### config.mk
export PLATFORM = sky130hd
export DESIGN_NAME = sar_adc_serial_readout
export DESIGN_NICKNAME = d
export VERILOG_FILES = /design/src/verilog/sar_readout_pkg.sv /design/src/verilog/pin_sync.sv /design/src/verilog/conv_timer.sv /design/src/verilog/sar_adc_serial_readout.sv
export SDC_FILE = /design/constraint.sdc
export NUM_CORES = 1
export LEC_CHECK = 0
export BUFFER_PORTS_ARGS = -buffer_cell sky130_fd_sc_hd__buf_2
export CORE_ASPECT_RATIO = 0.75
export CORE_UTILIZATION = 52
export CTS_BUF_LIST = sky130_fd_sc_hd__clkbuf_2 sky130_fd_sc_hd__clkbuf_4 sky130_fd_sc_hd__clkbuf_8
export DETAILED_ROUTE_END_ITERATION = 16
export PLACE_DENSITY = 0.79
export REMOVE_ABC_BUFFERS = 1
export SLEW_MARGIN = 30
export SYNTH_ARGS = -nofsm -noshare
export SYNTH_HDL_FRONTEND = slang
export SYNTH_HIERARCHICAL = 1
export SYNTH_SLANG_ARGS = --single-unit
### constraint.sdc
create_clock -name clk_in -period 2 [get_ports clk_in]
set_input_delay 0.1 -clock clk_in [delete_from_list [all_inputs] [get_ports clk_in]]
set_output_delay 0.1 -clock clk_in [all_outputs]
set_load 0.03 [all_outputs]
### src/verilog/sar_readout_pkg.sv
package sar_readout_pkg;

    // result and shift path
    localparam int RESULT_WIDTH = 14;
    localparam int CNT_WIDTH    = 16;
    localparam int RD_CNT_WIDTH = 5;

    // clocking and conversion timing
    localparam int CLK_PERIOD_PS = 8000;
    // longest conversion time; plain default, the analog core sets the truth
    localparam int CONV_TIME_NS  = 1600;
    localparam int CONV_CYCLES   =
        (CONV_TIME_NS * 1000 + CLK_PERIOD_PS - 1) / CLK_PERIOD_PS;

    // falling edges that end a readout with and without the leading bit
    localparam logic [RD_CNT_WIDTH-1:0] READ_END_PLAIN =
        RD_CNT_WIDTH'(RESULT_WIDTH);
    localparam logic [RD_CNT_WIDTH-1:0] READ_END_BUSY  =
        RD_CNT_WIDTH'(RESULT_WIDTH + 1);

    // register port
    localparam int ADDR_WIDTH = 4;
    localparam int DATA_WIDTH = 32;
    localparam logic [ADDR_WIDTH-1:0] REG_CONFIG = 4'h0;
    localparam logic [ADDR_WIDTH-1:0] REG_STATUS = 4'h4;
    localparam logic [ADDR_WIDTH-1:0] REG_RESULT = 4'h8;
    localparam logic [CNT_WIDTH-1:0]  CONFIG_RESET = CNT_WIDTH'(CONV_CYCLES);

    // status register fields
    localparam int ST_SELECT_BIT  = 0;
    localparam int ST_BUSY_BIT    = 1;
    localparam int ST_CONVERT_BIT = 2;
    localparam int ST_PWRDN_BIT   = 3;
    localparam int ST_DRIVE_BIT   = 4;
    localparam int ST_READING_BIT = 5;

    // pin synchroniser reset level: high keeps a false trigger edge away
    localparam logic [2:0] PIN_RESET = 3'h7;

    typedef enum logic {
        phase_acquire,
        phase_convert
    } phase_t;

endpackage

### src/verilog/pin_sync.sv
`timescale 1ns/1ps
module pin_sync
    import sar_readout_pkg::*;
#(
    parameter int         WIDTH     = 3,
    parameter logic [2:0] RESET_VAL = PIN_RESET
) (
    input  wire logic             clk_in,
    input  wire logic             rst_n_in,
    input  wire logic [WIDTH-1:0] async_in,
    output logic      [WIDTH-1:0] sync_out
);

    typedef struct packed {
        logic [WIDTH-1:0] meta;
        logic [WIDTH-1:0] stable;
    } sync_state_t;

    sync_state_t s;
    sync_state_t next_s;

    always_comb begin
        next_s        = s;
        next_s.meta   = async_in;
        next_s.stable = s.meta;
    end

    always_ff @(posedge clk_in) begin
        if (!rst_n_in) begin
            s.meta   <= WIDTH'(RESET_VAL);
            s.stable <= WIDTH'(RESET_VAL);
        end else begin
            s <= next_s;
        end
    end

    assign sync_out = s.stable;

endmodule

### src/verilog/conv_timer.sv
`timescale 1ns/1ps
module conv_timer
    import sar_readout_pkg::*;
#(
    parameter int WIDTH = CNT_WIDTH
) (
    input  wire logic             clk_in,
    input  wire logic             rst_n_in,
    input  wire logic             start_in,
    input  wire logic [WIDTH-1:0] length_in,
    output logic                  active_out,
    output logic                  done_out
);

    typedef struct packed {
        logic             active;
        logic             done;
        logic [WIDTH-1:0] count;
    } timer_state_t;

    timer_state_t s;
    timer_state_t next_s;

    always_comb begin
        next_s      = s;
        next_s.done = 1'b0;
        if (start_in) begin
            next_s.active = 1'b1;
            // a zero length still takes one cycle
            next_s.count  = (length_in == '0) ? WIDTH'(1) : length_in;
        end else if (s.active) begin
            if (s.count == WIDTH'(1)) begin
                next_s.active = 1'b0;
                next_s.done   = 1'b1;
            end
            next_s.count = s.count - WIDTH'(1);
        end
    end

    always_ff @(posedge clk_in) begin
        if (!rst_n_in) begin
            s <= '0;
        end else begin
            s <= next_s;
        end
    end

    assign active_out = s.active;
    assign done_out   = s.done;

endmodule

### src/verilog/sar_adc_serial_readout.sv
// Summary of operation
// - trigger rise latches chain select: high gives select mode, low chain.
// - select mode enables busy if trigger or chain select low at finish.
// - chain mode enables busy only when serial clock high at trigger rise.
// - select mode trigger rise starts conversion and floats the output.
// - 3-wire busy mode keeps output floating until conversion completes.
// - with busy enabled, output goes from floating to driven at finish: low in select mode, high in chain mode.
// - after each conversion the core powers down and acquires.
// - busy modes shift result msb first, one bit per clock falling edge.
// - 3-wire busy readout floats at fifteenth falling edge or trigger rise.
// - chain select and trigger both low drives the output low outside a readout.
// - 4-wire no busy: chain select low shows msb, falls shift later bits.
// - 4-wire no busy floats at fourteenth falling edge or select rise.
// - 4-wire busy floats at fifteenth falling edge or chain select rise.
// - trigger rise with chain select and clock low starts chain mode without busy.
// - chain mode without busy shows the msb once conversion completes.
// - chain mode shifts on clock falls, chain select entering the low end.
`timescale 1ns/1ps
module sar_adc_serial_readout
    import sar_readout_pkg::*;
#(
    parameter int WIDTH = RESULT_WIDTH
) (
    input  wire logic                  clk_in,
    input  wire logic                  rst_n_in,
    input  wire logic                  conversion_trigger_in,
    input  wire logic                  chain_select_input_in,
    input  wire logic                  serial_clock_in,
    input  wire logic [WIDTH-1:0]      result_in,
    input  wire logic [ADDR_WIDTH-1:0] addr_in,
    input  wire logic [DATA_WIDTH-1:0] wr_data_in,
    input  wire logic                  wr_en_in,
    input  wire logic                  rd_en_in,
    output logic      [DATA_WIDTH-1:0] rd_data_out,
    output logic                       serial_result_out,
    output logic                       serial_result_oe_n_out,
    output logic                       power_down_out
);

    typedef struct packed {
        phase_t                  phase;
        logic                    cnv_d;
        logic                    sck_d;
        logic                    select_mode;
        logic                    busy_en;
        logic                    lead;
        logic                    reading;
        logic                    done;
        logic [RD_CNT_WIDTH-1:0] rd_cnt;
        logic [WIDTH-1:0]        shreg;
        logic [WIDTH-1:0]        result;
        logic [CNT_WIDTH-1:0]    conv_cycles;
        logic                    serial_result_output;
        logic                    sdo_oe_n;
        logic                    pwr_dn;
        logic [DATA_WIDTH-1:0]   rd_data;
    } state_t;

    state_t s;
    state_t next_s;

    logic [2:0] pins;
    logic       cnv_s;
    logic       sdi_s;
    logic       sck_s;
    logic       cnv_rise;
    logic       sck_fall;
    logic       selected;
    logic       conv_done;
    logic       conv_active;

    pin_sync #(
        .WIDTH     (3),
        .RESET_VAL (PIN_RESET)
    ) u_pin_sync (
        .clk_in   (clk_in),
        .rst_n_in (rst_n_in),
        .async_in ({conversion_trigger_in, chain_select_input_in,
                    serial_clock_in}),
        .sync_out (pins)
    );

    assign cnv_s    = pins[2];
    assign sdi_s    = pins[1];
    assign sck_s    = pins[0];
    assign cnv_rise = cnv_s & ~s.cnv_d;
    assign sck_fall = ~sck_s & s.sck_d;
    // a select-mode part talks whenever either line is low
    assign selected = ~(cnv_s & sdi_s);

    conv_timer #(
        .WIDTH (CNT_WIDTH)
    ) u_conv_timer (
        .clk_in     (clk_in),
        .rst_n_in   (rst_n_in),
        .start_in   (cnv_rise),
        .length_in  (s.conv_cycles),
        .active_out (conv_active),
        .done_out   (conv_done)
    );

    function automatic logic [RD_CNT_WIDTH-1:0] read_end(input logic busy);
        read_end = busy ? READ_END_BUSY : READ_END_PLAIN;
    endfunction

    always_comb begin
        next_s       = s;
        next_s.cnv_d = cnv_s;
        next_s.sck_d = sck_s;

        if (wr_en_in && addr_in == REG_CONFIG) begin
            next_s.conv_cycles = wr_data_in[CNT_WIDTH-1:0];
        end

        if (cnv_rise) begin
            next_s.phase       = phase_convert;
            next_s.select_mode = sdi_s;
            next_s.busy_en     = sdi_s ? 1'b0 : sck_s;
            next_s.reading     = 1'b0;
            next_s.done        = 1'b0;
            next_s.lead        = 1'b0;
            next_s.rd_cnt      = '0;
            next_s.pwr_dn      = 1'b0;
        end else if (s.phase == phase_convert) begin
            if (conv_done) begin
                next_s.phase  = phase_acquire;
                next_s.pwr_dn = 1'b1;
                next_s.shreg  = result_in;
                next_s.result = result_in;
                if (s.select_mode) begin
                    next_s.busy_en = selected;
                    next_s.lead    = selected;
                    next_s.reading = selected;
                    // result stays pending until selection or a new trigger
                    next_s.done    = 1'b0;
                end else begin
                    next_s.reading = 1'b1;
                    next_s.lead    = s.busy_en;
                end
            end
        end else if (s.select_mode) begin
            if (!s.reading && !s.done && selected) begin
                next_s.reading = 1'b1;
            end else if (s.reading && !selected) begin
                next_s.reading = 1'b0;
                next_s.done    = 1'b1;
            end else if (s.reading && sck_fall) begin
                if (s.lead) begin
                    next_s.lead = 1'b0;
                end else begin
                    next_s.shreg = {s.shreg[WIDTH-2:0], sdi_s};
                end
                next_s.rd_cnt = s.rd_cnt + RD_CNT_WIDTH'(1);
                if (next_s.rd_cnt == read_end(s.busy_en)) begin
                    next_s.reading = 1'b0;
                    next_s.done    = 1'b1;
                end
            end
        end else if (s.reading) begin
            if (!cnv_s) begin
                // chain readout is over once the trigger drops
                next_s.reading = 1'b0;
                next_s.done    = 1'b1;
            end else if (sck_fall) begin
                if (s.lead) begin
                    next_s.lead = 1'b0;
                end else begin
                    next_s.shreg = {s.shreg[WIDTH-2:0], sdi_s};
                end
            end
        end

        // output follows the next state so the pin is a plain flop
        if (next_s.phase == phase_acquire && next_s.reading) begin
            next_s.sdo_oe_n = 1'b0;
            // select-mode start bit is low, chain start bit is high
            next_s.serial_result_output = next_s.lead ? ~next_s.select_mode
                                     : next_s.shreg[WIDTH-1];
        end else if (!cnv_s && !sdi_s) begin
            next_s.sdo_oe_n = 1'b0;
            next_s.serial_result_output      = 1'b0;
        end else begin
            next_s.sdo_oe_n = 1'b1;
            next_s.serial_result_output      = 1'b0;
        end

        next_s.rd_data = '0;
        if (rd_en_in) begin
            case (addr_in)
                REG_CONFIG: next_s.rd_data = DATA_WIDTH'(s.conv_cycles);
                REG_STATUS: begin
                    next_s.rd_data[ST_SELECT_BIT]  = s.select_mode;
                    next_s.rd_data[ST_BUSY_BIT]    = s.busy_en;
                    next_s.rd_data[ST_CONVERT_BIT] = conv_active;
                    next_s.rd_data[ST_PWRDN_BIT]   = s.pwr_dn;
                    next_s.rd_data[ST_DRIVE_BIT]   = ~s.sdo_oe_n;
                    next_s.rd_data[ST_READING_BIT] = s.reading;
                end
                REG_RESULT: next_s.rd_data = DATA_WIDTH'(s.result);
                default:    next_s.rd_data = '0;
            endcase
        end
    end

    always_ff @(posedge clk_in) begin
        if (!rst_n_in) begin
            s             <= '0;
            s.phase       <= phase_acquire;
            s.cnv_d       <= 1'b1;
            s.sck_d       <= 1'b1;
            s.select_mode <= 1'b1;
            s.done        <= 1'b1;
            s.sdo_oe_n    <= 1'b1;
            s.pwr_dn      <= 1'b1;
            s.conv_cycles <= CONFIG_RESET;
        end else begin
            s <= next_s;
        end
    end

    assign rd_data_out            = s.rd_data;
    assign serial_result_out      = s.serial_result_output;
    assign serial_result_oe_n_out = s.sdo_oe_n;
    assign power_down_out         = s.pwr_dn;
endmodule

; ---- Word level (Yosys, flattened, before mapping)
; Index checks and enable logic that the tools add are counted.
[totals]
reg_bits = 116
latchBits = 0
ramBits = 0
romBits = 0
inputBits = 57
out_inout_bits = 35
word_cells = 139
mem_count = 0
[op_classes]
n_addsub = 2
multipliers = 0
n_div = 0
order_cmp = 0
n_eq_ne = 15
shift = 0
muxes = 55
bitwise_logic = 15
n_reduce_logical = 30
[op_table]
columns = operator, count
row1 = $mux W22, 6
row2 = $mux W14, 7
row3 = $mux W28, 2
row4 = $mux W16, 2
row5 = $mux W1, 20
row6 = $mux W20, 1
row7 = $pmux W10 S2, 1
row8 = $mux W19, 1
row9 = $mux W18, 1
row10 = $pmux W6 S3, 1
row11 = $eq A16 B1 Y1 const B, 1
row12 = $logic_not A16 Y1, 1
row13 = $sub A16 B1 Y16 const B, 1
row14 = $mux W2, 6
row15 = $not A1 Y1, 12
row16 = $reduce_bool A3 Y1, 4
row17 = $mux W5, 2
row18 = $ne A5 B1 Y1 const B, 2
row19 = $mux W3, 3
row20 = $mux W9, 1
row21 = $ne A3 B3 Y1 const B, 3
row22 = $reduce_and A8 Y1, 1
row23 = $reduce_bool A2 Y1, 4
row24 = $logic_and A1 B1 Y1, 7
row25 = 20 further kinds, 27

; ---- Depth between registers and ports, before layout
; Gate-level depths: netlist of the first run.
[depth]
word_depth = 16
mapped_depth = 7
mapped_depth_nobuf = 6

; ---- By module
; The synthesis of the first run kept the hierarchy.
[by_module_without_submodules]
columns = mod, n_inst, cells_per_inst, area_each_um2, seq_area_each_um2
row1 = sar_adc_serial_readout, 1, 403, 3588.4, 1521.5
row2 = conv_timer, 1, 113, 991.0, 360.3
row3 = pin_sync, 1, 12, 157.7, 120.1

; ---- Worst setup path after synthesis of the first run
; No wires, ideal clock.
[synth_path]
path_kind = register to register
startpoint = reg u_conv_timer/s[5] (netlist name)
endpoint = reg u_conv_timer/s[13] (netlist name)
setup_ns = 0.074
arrival_time_ns = 1.846
required_time_ns = 1.926
setup_slack_ns = 0.080
path_stages_with_launch = 6
path_buffers = 1
period_less_slack_ns = 1.920
cell_sequence = dfxtp_1 > or4_4 > or2_1 > buf_6 > or4_1 > a31oi_1
[synth_between]
elab_chain_len = 3
[synth_lines]
columns = element, line_no
row1 = start: declaration, conv_timer.sv:21  ; timer_state_t s;
row2 = start signal: assignment, conv_timer.sv:44  ; s <= next_s;
row3 = $sub A16 B1 Y16, conv_timer.sv:36  ; next_s.count = s.count - WIDTH'(1);
row4 = $mux W18, conv_timer.sv:31  ; end else if (s.active) begin
row5 = $mux W16, conv_timer.sv:27  ; if (start_in) begin
; Every way passes these cells. The select of a mux whose other input is x is not followed.
; A chain may end at the register's enable or synchronous reset.

; ---- Worst setup path after layout of the first run
[layout_path]
startpoint = reg u_pin_sync.s (netlist bit u_pin_sync/sync_out[2])
endpoint = reg s[83] (netlist name)
[layout_between]
word_cells_on_any_way = 10
classes_between = eq/ne: 1 / bitwise: 5 / reduce/logical: 4
[layout_lines]
columns = element, line_no
row1 = start: declaration, pin_sync.sv:19  ; sync_state_t s;
row2 = start signal: assignment, pin_sync.sv:33  ; s <= next_s;
row3 = $and A1 B1 Y1 *, sar_adc_serial_readout.sv:86  ; assign cnv_rise = cnv_s & ~s.cnv_d;
row4 = net cnv_rise, sar_adc_serial_readout.sv:66  ; logic cnv_rise;
row5 = $ne A6 B1 Y1 (no line), --
row6 = $reduce_and A5 Y1 (no line), --
row7 = end signal: assignment, sar_adc_serial_readout.sv:217  ; s <= next_s;
row8 = end: declaration, sar_adc_serial_readout.sv:59  ; state_t s;
; The timed path passes the listed nets; every way through them passes the cells marked *.

==> results of run 1 <==
==> per-layer routing <==
| layer | wire [um] | global-route usage (%) |
|---|---|---|
| met1 | 5350 | 35.3 |
| met2 | 4960 | 38.2 |
| met3 | 813 | 4.33 |
| met4 | 258 | 9.45 |
| met5 | 0 | 0 |
==> layout make-up <==
type	count	area [um2]
sequential	100	2000
timing repair buffer	104	701
fill	719	3250
clock inverter	5	61.3
clock buffer	11	139
tap	108	135
inverter	8	30.0
multi-input combinational	374	2320
==> flip-flops by register name, summed over array words and instances (netlist names) <==
name                     flops
s                           57
rd_data_out                 16
u_conv_timer/s              16
u_pin_sync/next_s            3
u_pin_sync/sync_out          3
power_down_out               1
serial_result_oe_n_out       1
serial_result_out            1
u_conv_timer/active_out      1
u_conv_timer/done_out        1
==> power by group through the flow <==
stage | clock (mW) | sequential, mW | combinational [mW]
6_report | 1.31 | 2.07 | 0.437
5_1_grt | 1.41 | 2.08 | 0.472
4_1_cts | 1.33 | 2.07 | 0.422
3_5_place_dp | 0 | 2.12 | 0.387
3_3_place_gp | 0 | 2.11 | 0.377
2_1_floorplan | 0 | 2.12 | 0.224
==> worst min-delay path: cells and delay by family <==
kind	cells	cell delay [ns]
AOI/OAI and AO/OA	1	0.07
buffers and inverters	1	0.10
and+or+nand+nor	1	0.05
==> per-stage QoR <==
step	cells	hold slack (ns)	setup slack, ns	utilization, %	area [um2]
6_report	710	0.000177	0.00199	62.4	5390
5_1_grt	710	0.0114	-0.0874	62.4	5390
4_1_cts	709	0.000962	0.0505	62.1	5360
3_5_place_dp	671	0.285	-0.00566	57.2	4940
3_3_place_gp	671	0.279	0.0997	57.2	4940
2_1_floorplan	482	0.162	0.136	-	4340
==> worst paths after layout <==
| path | start | to | slack, ns | depth (start not counted) |
|---|---|---|---|---|
| worst min register to register | u_pin_sync/next_s[1] | u_pin_sync/sync_out[1] | 0.42 | 1 |
| worst max-delay path | u_pin_sync/sync_out[2] | s[83] | 0.002 | 5 |
| worst max register to register | u_pin_sync/sync_out[2] | s[83] | 0.002 | 5 |
| worst min-delay path | wr_data_in[1] | s[36] | 0.0002 | 3 |
==> synthesized netlist by cell type, types with 4 or more instances <==
cell type and instances:
o2bb2ai_1 11, o21ai_0 18, dfxtp_1 100, nand3_1 14
a21boi_0 28, a211oi_1 5, o311a_1 4, a21oi_1 18
nand2_1 80, inv_1 7, buf_4 34, nor2_1 30
xor2_1 6, clkbuf_1 11, buf_6 8, nor2b_1 5
a31oi_1 6, mux2_2 5, nor3_1 6, a22oi_1 27
nor4_1 6, nand2b_1 14, buf_2 4, xnor2_1 6
==> what timing repair did <==
action	4_1_cts	5_1_grt
setup buffers	0	1
hold endpoints to repair	22	0
endpoints found under the setup margin	5	28
hold buffers	22	0
gates resized for setup	1	2
==> cells by family (layout without fill, tap and decap cells) <==
logic type | after synthesis | after routing | synth area share (%)
other cells | 1 | 16 | 0.0792
simple gates | 196 | 196 | 21.7
buf+inv | 69 | 128 | 10.2
fa+ha+maj | 3 | 3 | 0.792
compound gates | 141 | 141 | 21.4
flops | 100 | 100 | 42.3
mux | 6 | 6 | 1.40
xor+xnor | 12 | 12 | 2.22
==> impl_metrics.ini, run 1 <==
[sta]
finalCriticalPeriod_ns = 2.00
setup-violations-final = 0
finClkSkew_ns = 0.00987
period_share_pct = 99.9
final-hold-violation-count = 0
tns_ns = 0
slew_headroom_pct = 57.1
drv_slew = 0
max_freq_ghz = 0.500
rsz0062_at_grt = true
tightest_slew_ns = 0.639

[clocking]
cts_buffers = 9
clk_latency_ns = 0.36
cts_root_buf = clkbuf_8
cts_sinks = 100
cts_htree_levels = 3
clkTransAtPathRegs_ns = 0.09
cts_tree = done
clock_path_buffers = 2

[global_route]
antenna_found_initial = 0
track_usage_pct = 25.0
grt_max_degree = 38
grt_pass1_vias = 3823
grt_remaining_overflow = 0
grt_pass1_wl_um = 18900

[die]
start_util_pct = 54.9
rows = 29
pin_count = 92
die_area_um2 = 9500
die_y_um = 84.7
die_x_um = 112
core_um2 = 8640

[power]
p_total_mw = 3.82
switching_power_mw = 0.988
combPwrFrac_pct = 11.4
power.density_nw_per_um2 = 709
peakVddDrop_mv = 0.442
internal_power_mw = 2.84
switching_share_pct = 25.8
power_leakage_nw = 2.05
p_clk_share_pct = 34.4
p_seq_share_pct = 54.2

[synthesis]
seq_area_frac_synth_pct = 42.3
synth-edff-count = 0
synth_top_flop_cell = dfxtp_1
synth_cell_types = 73
yosys-top-cells-area = dfxtp_1 42%, nand2_1 6.3%, buf_4 5.4%
synth_cells = 528
ys_warn_count = 6
async_reset_ff_share_pct = 0
yosysTopAreaCell = dfxtp_1
syn_avg_cell_area_um2 = 8.97
synth_seq_cells = 100
syn-cell-area_um2 = 4740
yosysTopAreaCellShare_pct = 42.3

[run_status]
status = finished, violations left
failed_checks = DRC

[route]
drt_pass1_iterations = 11
ant_nets = 0
via_count = 4080
totalWireLength_um = 11400
viasPerCell = 5.75
drc = 6
wl_per_cell_um = 16.0
drtIter0Drc = 319

[layout]
layout-drive-gt1-share_pct = 20.3
synthToLayoutAreaGrowth_pct = 13.8
diodes = 0
nNetsFinal = 657
most-common-layout-cells = 100 x dfxtp_1, 80 x nand2_1, 59 x buf_2
final_common_cell = dfxtp_1

[setup_path]
slowest_delay_ns = 0.66
cp.required_ns = 2.29
crit_type = reg -> reg
critical_path.cell_chain = or2b_2 > clkinv_1 > o31ai_1 > a21oi_1 > a211oi_2
path_buf_inv = 1
crit_fanout = 11
critPathLaunchType = flip-flop
arrival_ns = 2.29
cp_slowest_cell = o31ai_1
endpoint_kind = flip-flop
cp_top_family = compound AO/OA/AOI/OAI gates

[place]
port_buffers = 59
dp_hpwl_um = 8150
gp_congestion = 0.920

[min_path]
holdCritPathClass = in -> reg

[run]
drv_cap = 0
Power figures use the tool's default switching activity.
==> inputs of run 2 (changes only) <==
--- a/config.mk
+++ b/config.mk
@@ -12,6 +12,7 @@
 export DETAILED_ROUTE_END_ITERATION = 16
 export PLACE_DENSITY = 0.79
 export REMOVE_ABC_BUFFERS = 1
+export SETUP_SLACK_MARGIN = 0.3
 export SLEW_MARGIN = 30
 export SYNTH_ARGS = -nofsm -noshare
 export SYNTH_HDL_FRONTEND = slang
==> run 2 against run 1 <==
Against the previous run:
- the flow finishes with violations (DRC, hold timing)
- combinational power rose by 23%
- critical path depth did not move
- first-iteration DRC count rose by 17%
- total power rose by 2.9%
- non-clock buffer count rose by 8
- critical path type unchanged
- largest cell class unchanged
==> impl_metrics.ini, run 2 (synthesis gave the netlist of run 1 again) <==
[layout]
synthToLayoutAreaGrowth_pct = 18.2
diodes = 0
nNetsFinal = 666
layout-drive-gt1-share_pct = 25.2
largest_register_ffs = 57
most-common-layout-cells = 91 x dfxtp_1, 79 x nand2_1, 59 x buf_2
final_common_cell = dfxtp_1
nFillCells = 689
top_register = s
final_util_pct = 64.8

[sta]
tns_ns = 0
setup-violations-final = 0
rsz0062_at_grt = true
finalCriticalPeriod_ns = 1.91
period_share_pct = 95.4
whs_ns = -0.00485
final-hold-violation-count = 2
max_freq_ghz = 0.524
tightest_slew_ns = 0.636
finClkSkew_ns = 0.00989
slew_headroom_pct = 57.3
drv_slew = 0

[global_route]
grt_remaining_overflow = 0
grt_pass1_vias = 3929
track_usage_pct = 26.0
grt_max_degree = 38
antenna_found_initial = 0
grt_pass1_wl_um = 19600

[route]
drt_pass1_iterations = 11
wl_per_cell_um = 16.9
via_count = 4195
viasPerCell = 5.83
drtIter0Drc = 374
totalWireLength_um = 12200
drc = 6
ant_nets = 0

[die]
die_y_um = 84.7
pin_count = 92
die_area_um2 = 9500
start_util_pct = 54.9
die_x_um = 112
core_um2 = 8640
rows = 29

[power]
power_leakage_nw = 2.11
peakVddDrop_mv = 0.440
power.density_nw_per_um2 = 703

[run_status]
failed_checks = DRC, hold timing
status = finished, violations left

[run]
drv_cap = 0

[setup_path]
endpoint_kind = flip-flop
cp_slowest_cell = or4_4
crit_type = reg -> reg
critPathLaunchType = flip-flop
cp.required_ns = 2.24
crit_fanout = 4
slowest_delay_ns = 0.56
arrival_ns = 2.14
critical_path.cell_chain = or4_4 > or2_4 > buf_6 > o41ai_2 > a31oi_1

[clocking]
clkTransAtPathRegs_ns = 0.09
cts_sinks = 100
clock_path_buffers = 2
cts_root_buf = clkbuf_8
cts_buffers = 9
clk_latency_ns = 0.37
cts_tree = done
cts_htree_levels = 3

[place]
port_buffers = 59
gp_congestion = 0.920
dp_hpwl_um = 8150

[min_path]
holdCritPathClass = in -> reg
[run 2: cell types whose count changed in the layout (fill, tap and decap cells not counted), moves of 2 or more]
cell        previous run  this run
clkinvlp_4             0         2
nor4_4                 0         3
dfxtp_1              100        91
buf_6                  0         3
a211oi_2               1         3
nor4_1                 6         4
dfxtp_2                0         8
a211oi_1               5         3
buf_4                 22        27
[run 2: routing by layer]
metal / vias to the layer above / part of all wire (%) / global-route usage [%]
li1: 1991 / - / -
met1: 1948 / 45 / 36.6
met2: 222 / 44 / 39.9
met3: 34 / 8.4 / 5.13
met4: 0 / 2.4 / 8.97
met5: - / 0 / 0
[run 2: final timing paths]
check                                     startpoint                     end  cells past startpoint  slack, ns
worst max register to register     u_conv_timer/s[5]      u_conv_timer/s[14]                      5       0.09
worst min-delay path                   wr_data_in[1]                   s[36]                      3     -0.005
worst max-delay path               u_conv_timer/s[5]      u_conv_timer/s[14]                      5       0.09
worst min register to register  u_pin_sync/next_s[1]  u_pin_sync/sync_out[1]                      1       0.42
[run 2: power breakdown]
group,internal (mW),switching (mW)
clock,0.614,0.707
sequential,2.03,0.0470
combinational,0.247,0.289
total,2.89,1.04
[run 2: what timing repair did]
item,CTS,global route
gates cloned,1,0
buffers inserted,5,4
pin swaps,8,9
setup endpoints to repair,47,47
resized for setup,19,23
endpoints found under the hold margin,22,0
hold buffers,22,0
[run 2: final cells by class]
cell class                 count  area, um2  share of cell area [%]
clock buffer                  11        139                    2.48
clock inverter                 5       61.3                    1.09
inverter                       8       41.3                   0.737
multi-input combinational    374       2430                    43.4
sequential                   100       2020                    36.0
tap                          108        135                    2.41
timing repair buffer         112        772                    13.8
timing repair inverter         1       7.51                   0.134
[run 2: worst max-delay path, delay by kind of cell, from the launching register on]
family,cells,cell delay (ns)
DFF,1,0.33
buffers and inverters,1,0.12
and+or+nand+nor,2,0.83
AOI/OAI and AO/OA,2,0.50
[run 2: per-stage QoR]
stage	setup slack, ns	cell area [um2]	total power, mW	instances	hold slack [ns]
after floorplan	0.136	4340	2.34	482	0.162
after global placement	0.0997	4940	2.49	671	0.279
after detailed placement	-0.00566	4940	2.50	671	0.285
after CTS	0.136	5490	3.88	715	0.000962
after global routing	0.0773	5600	4.06	719	0.00633
final	0.0924	5600	3.94	719	-0.00485
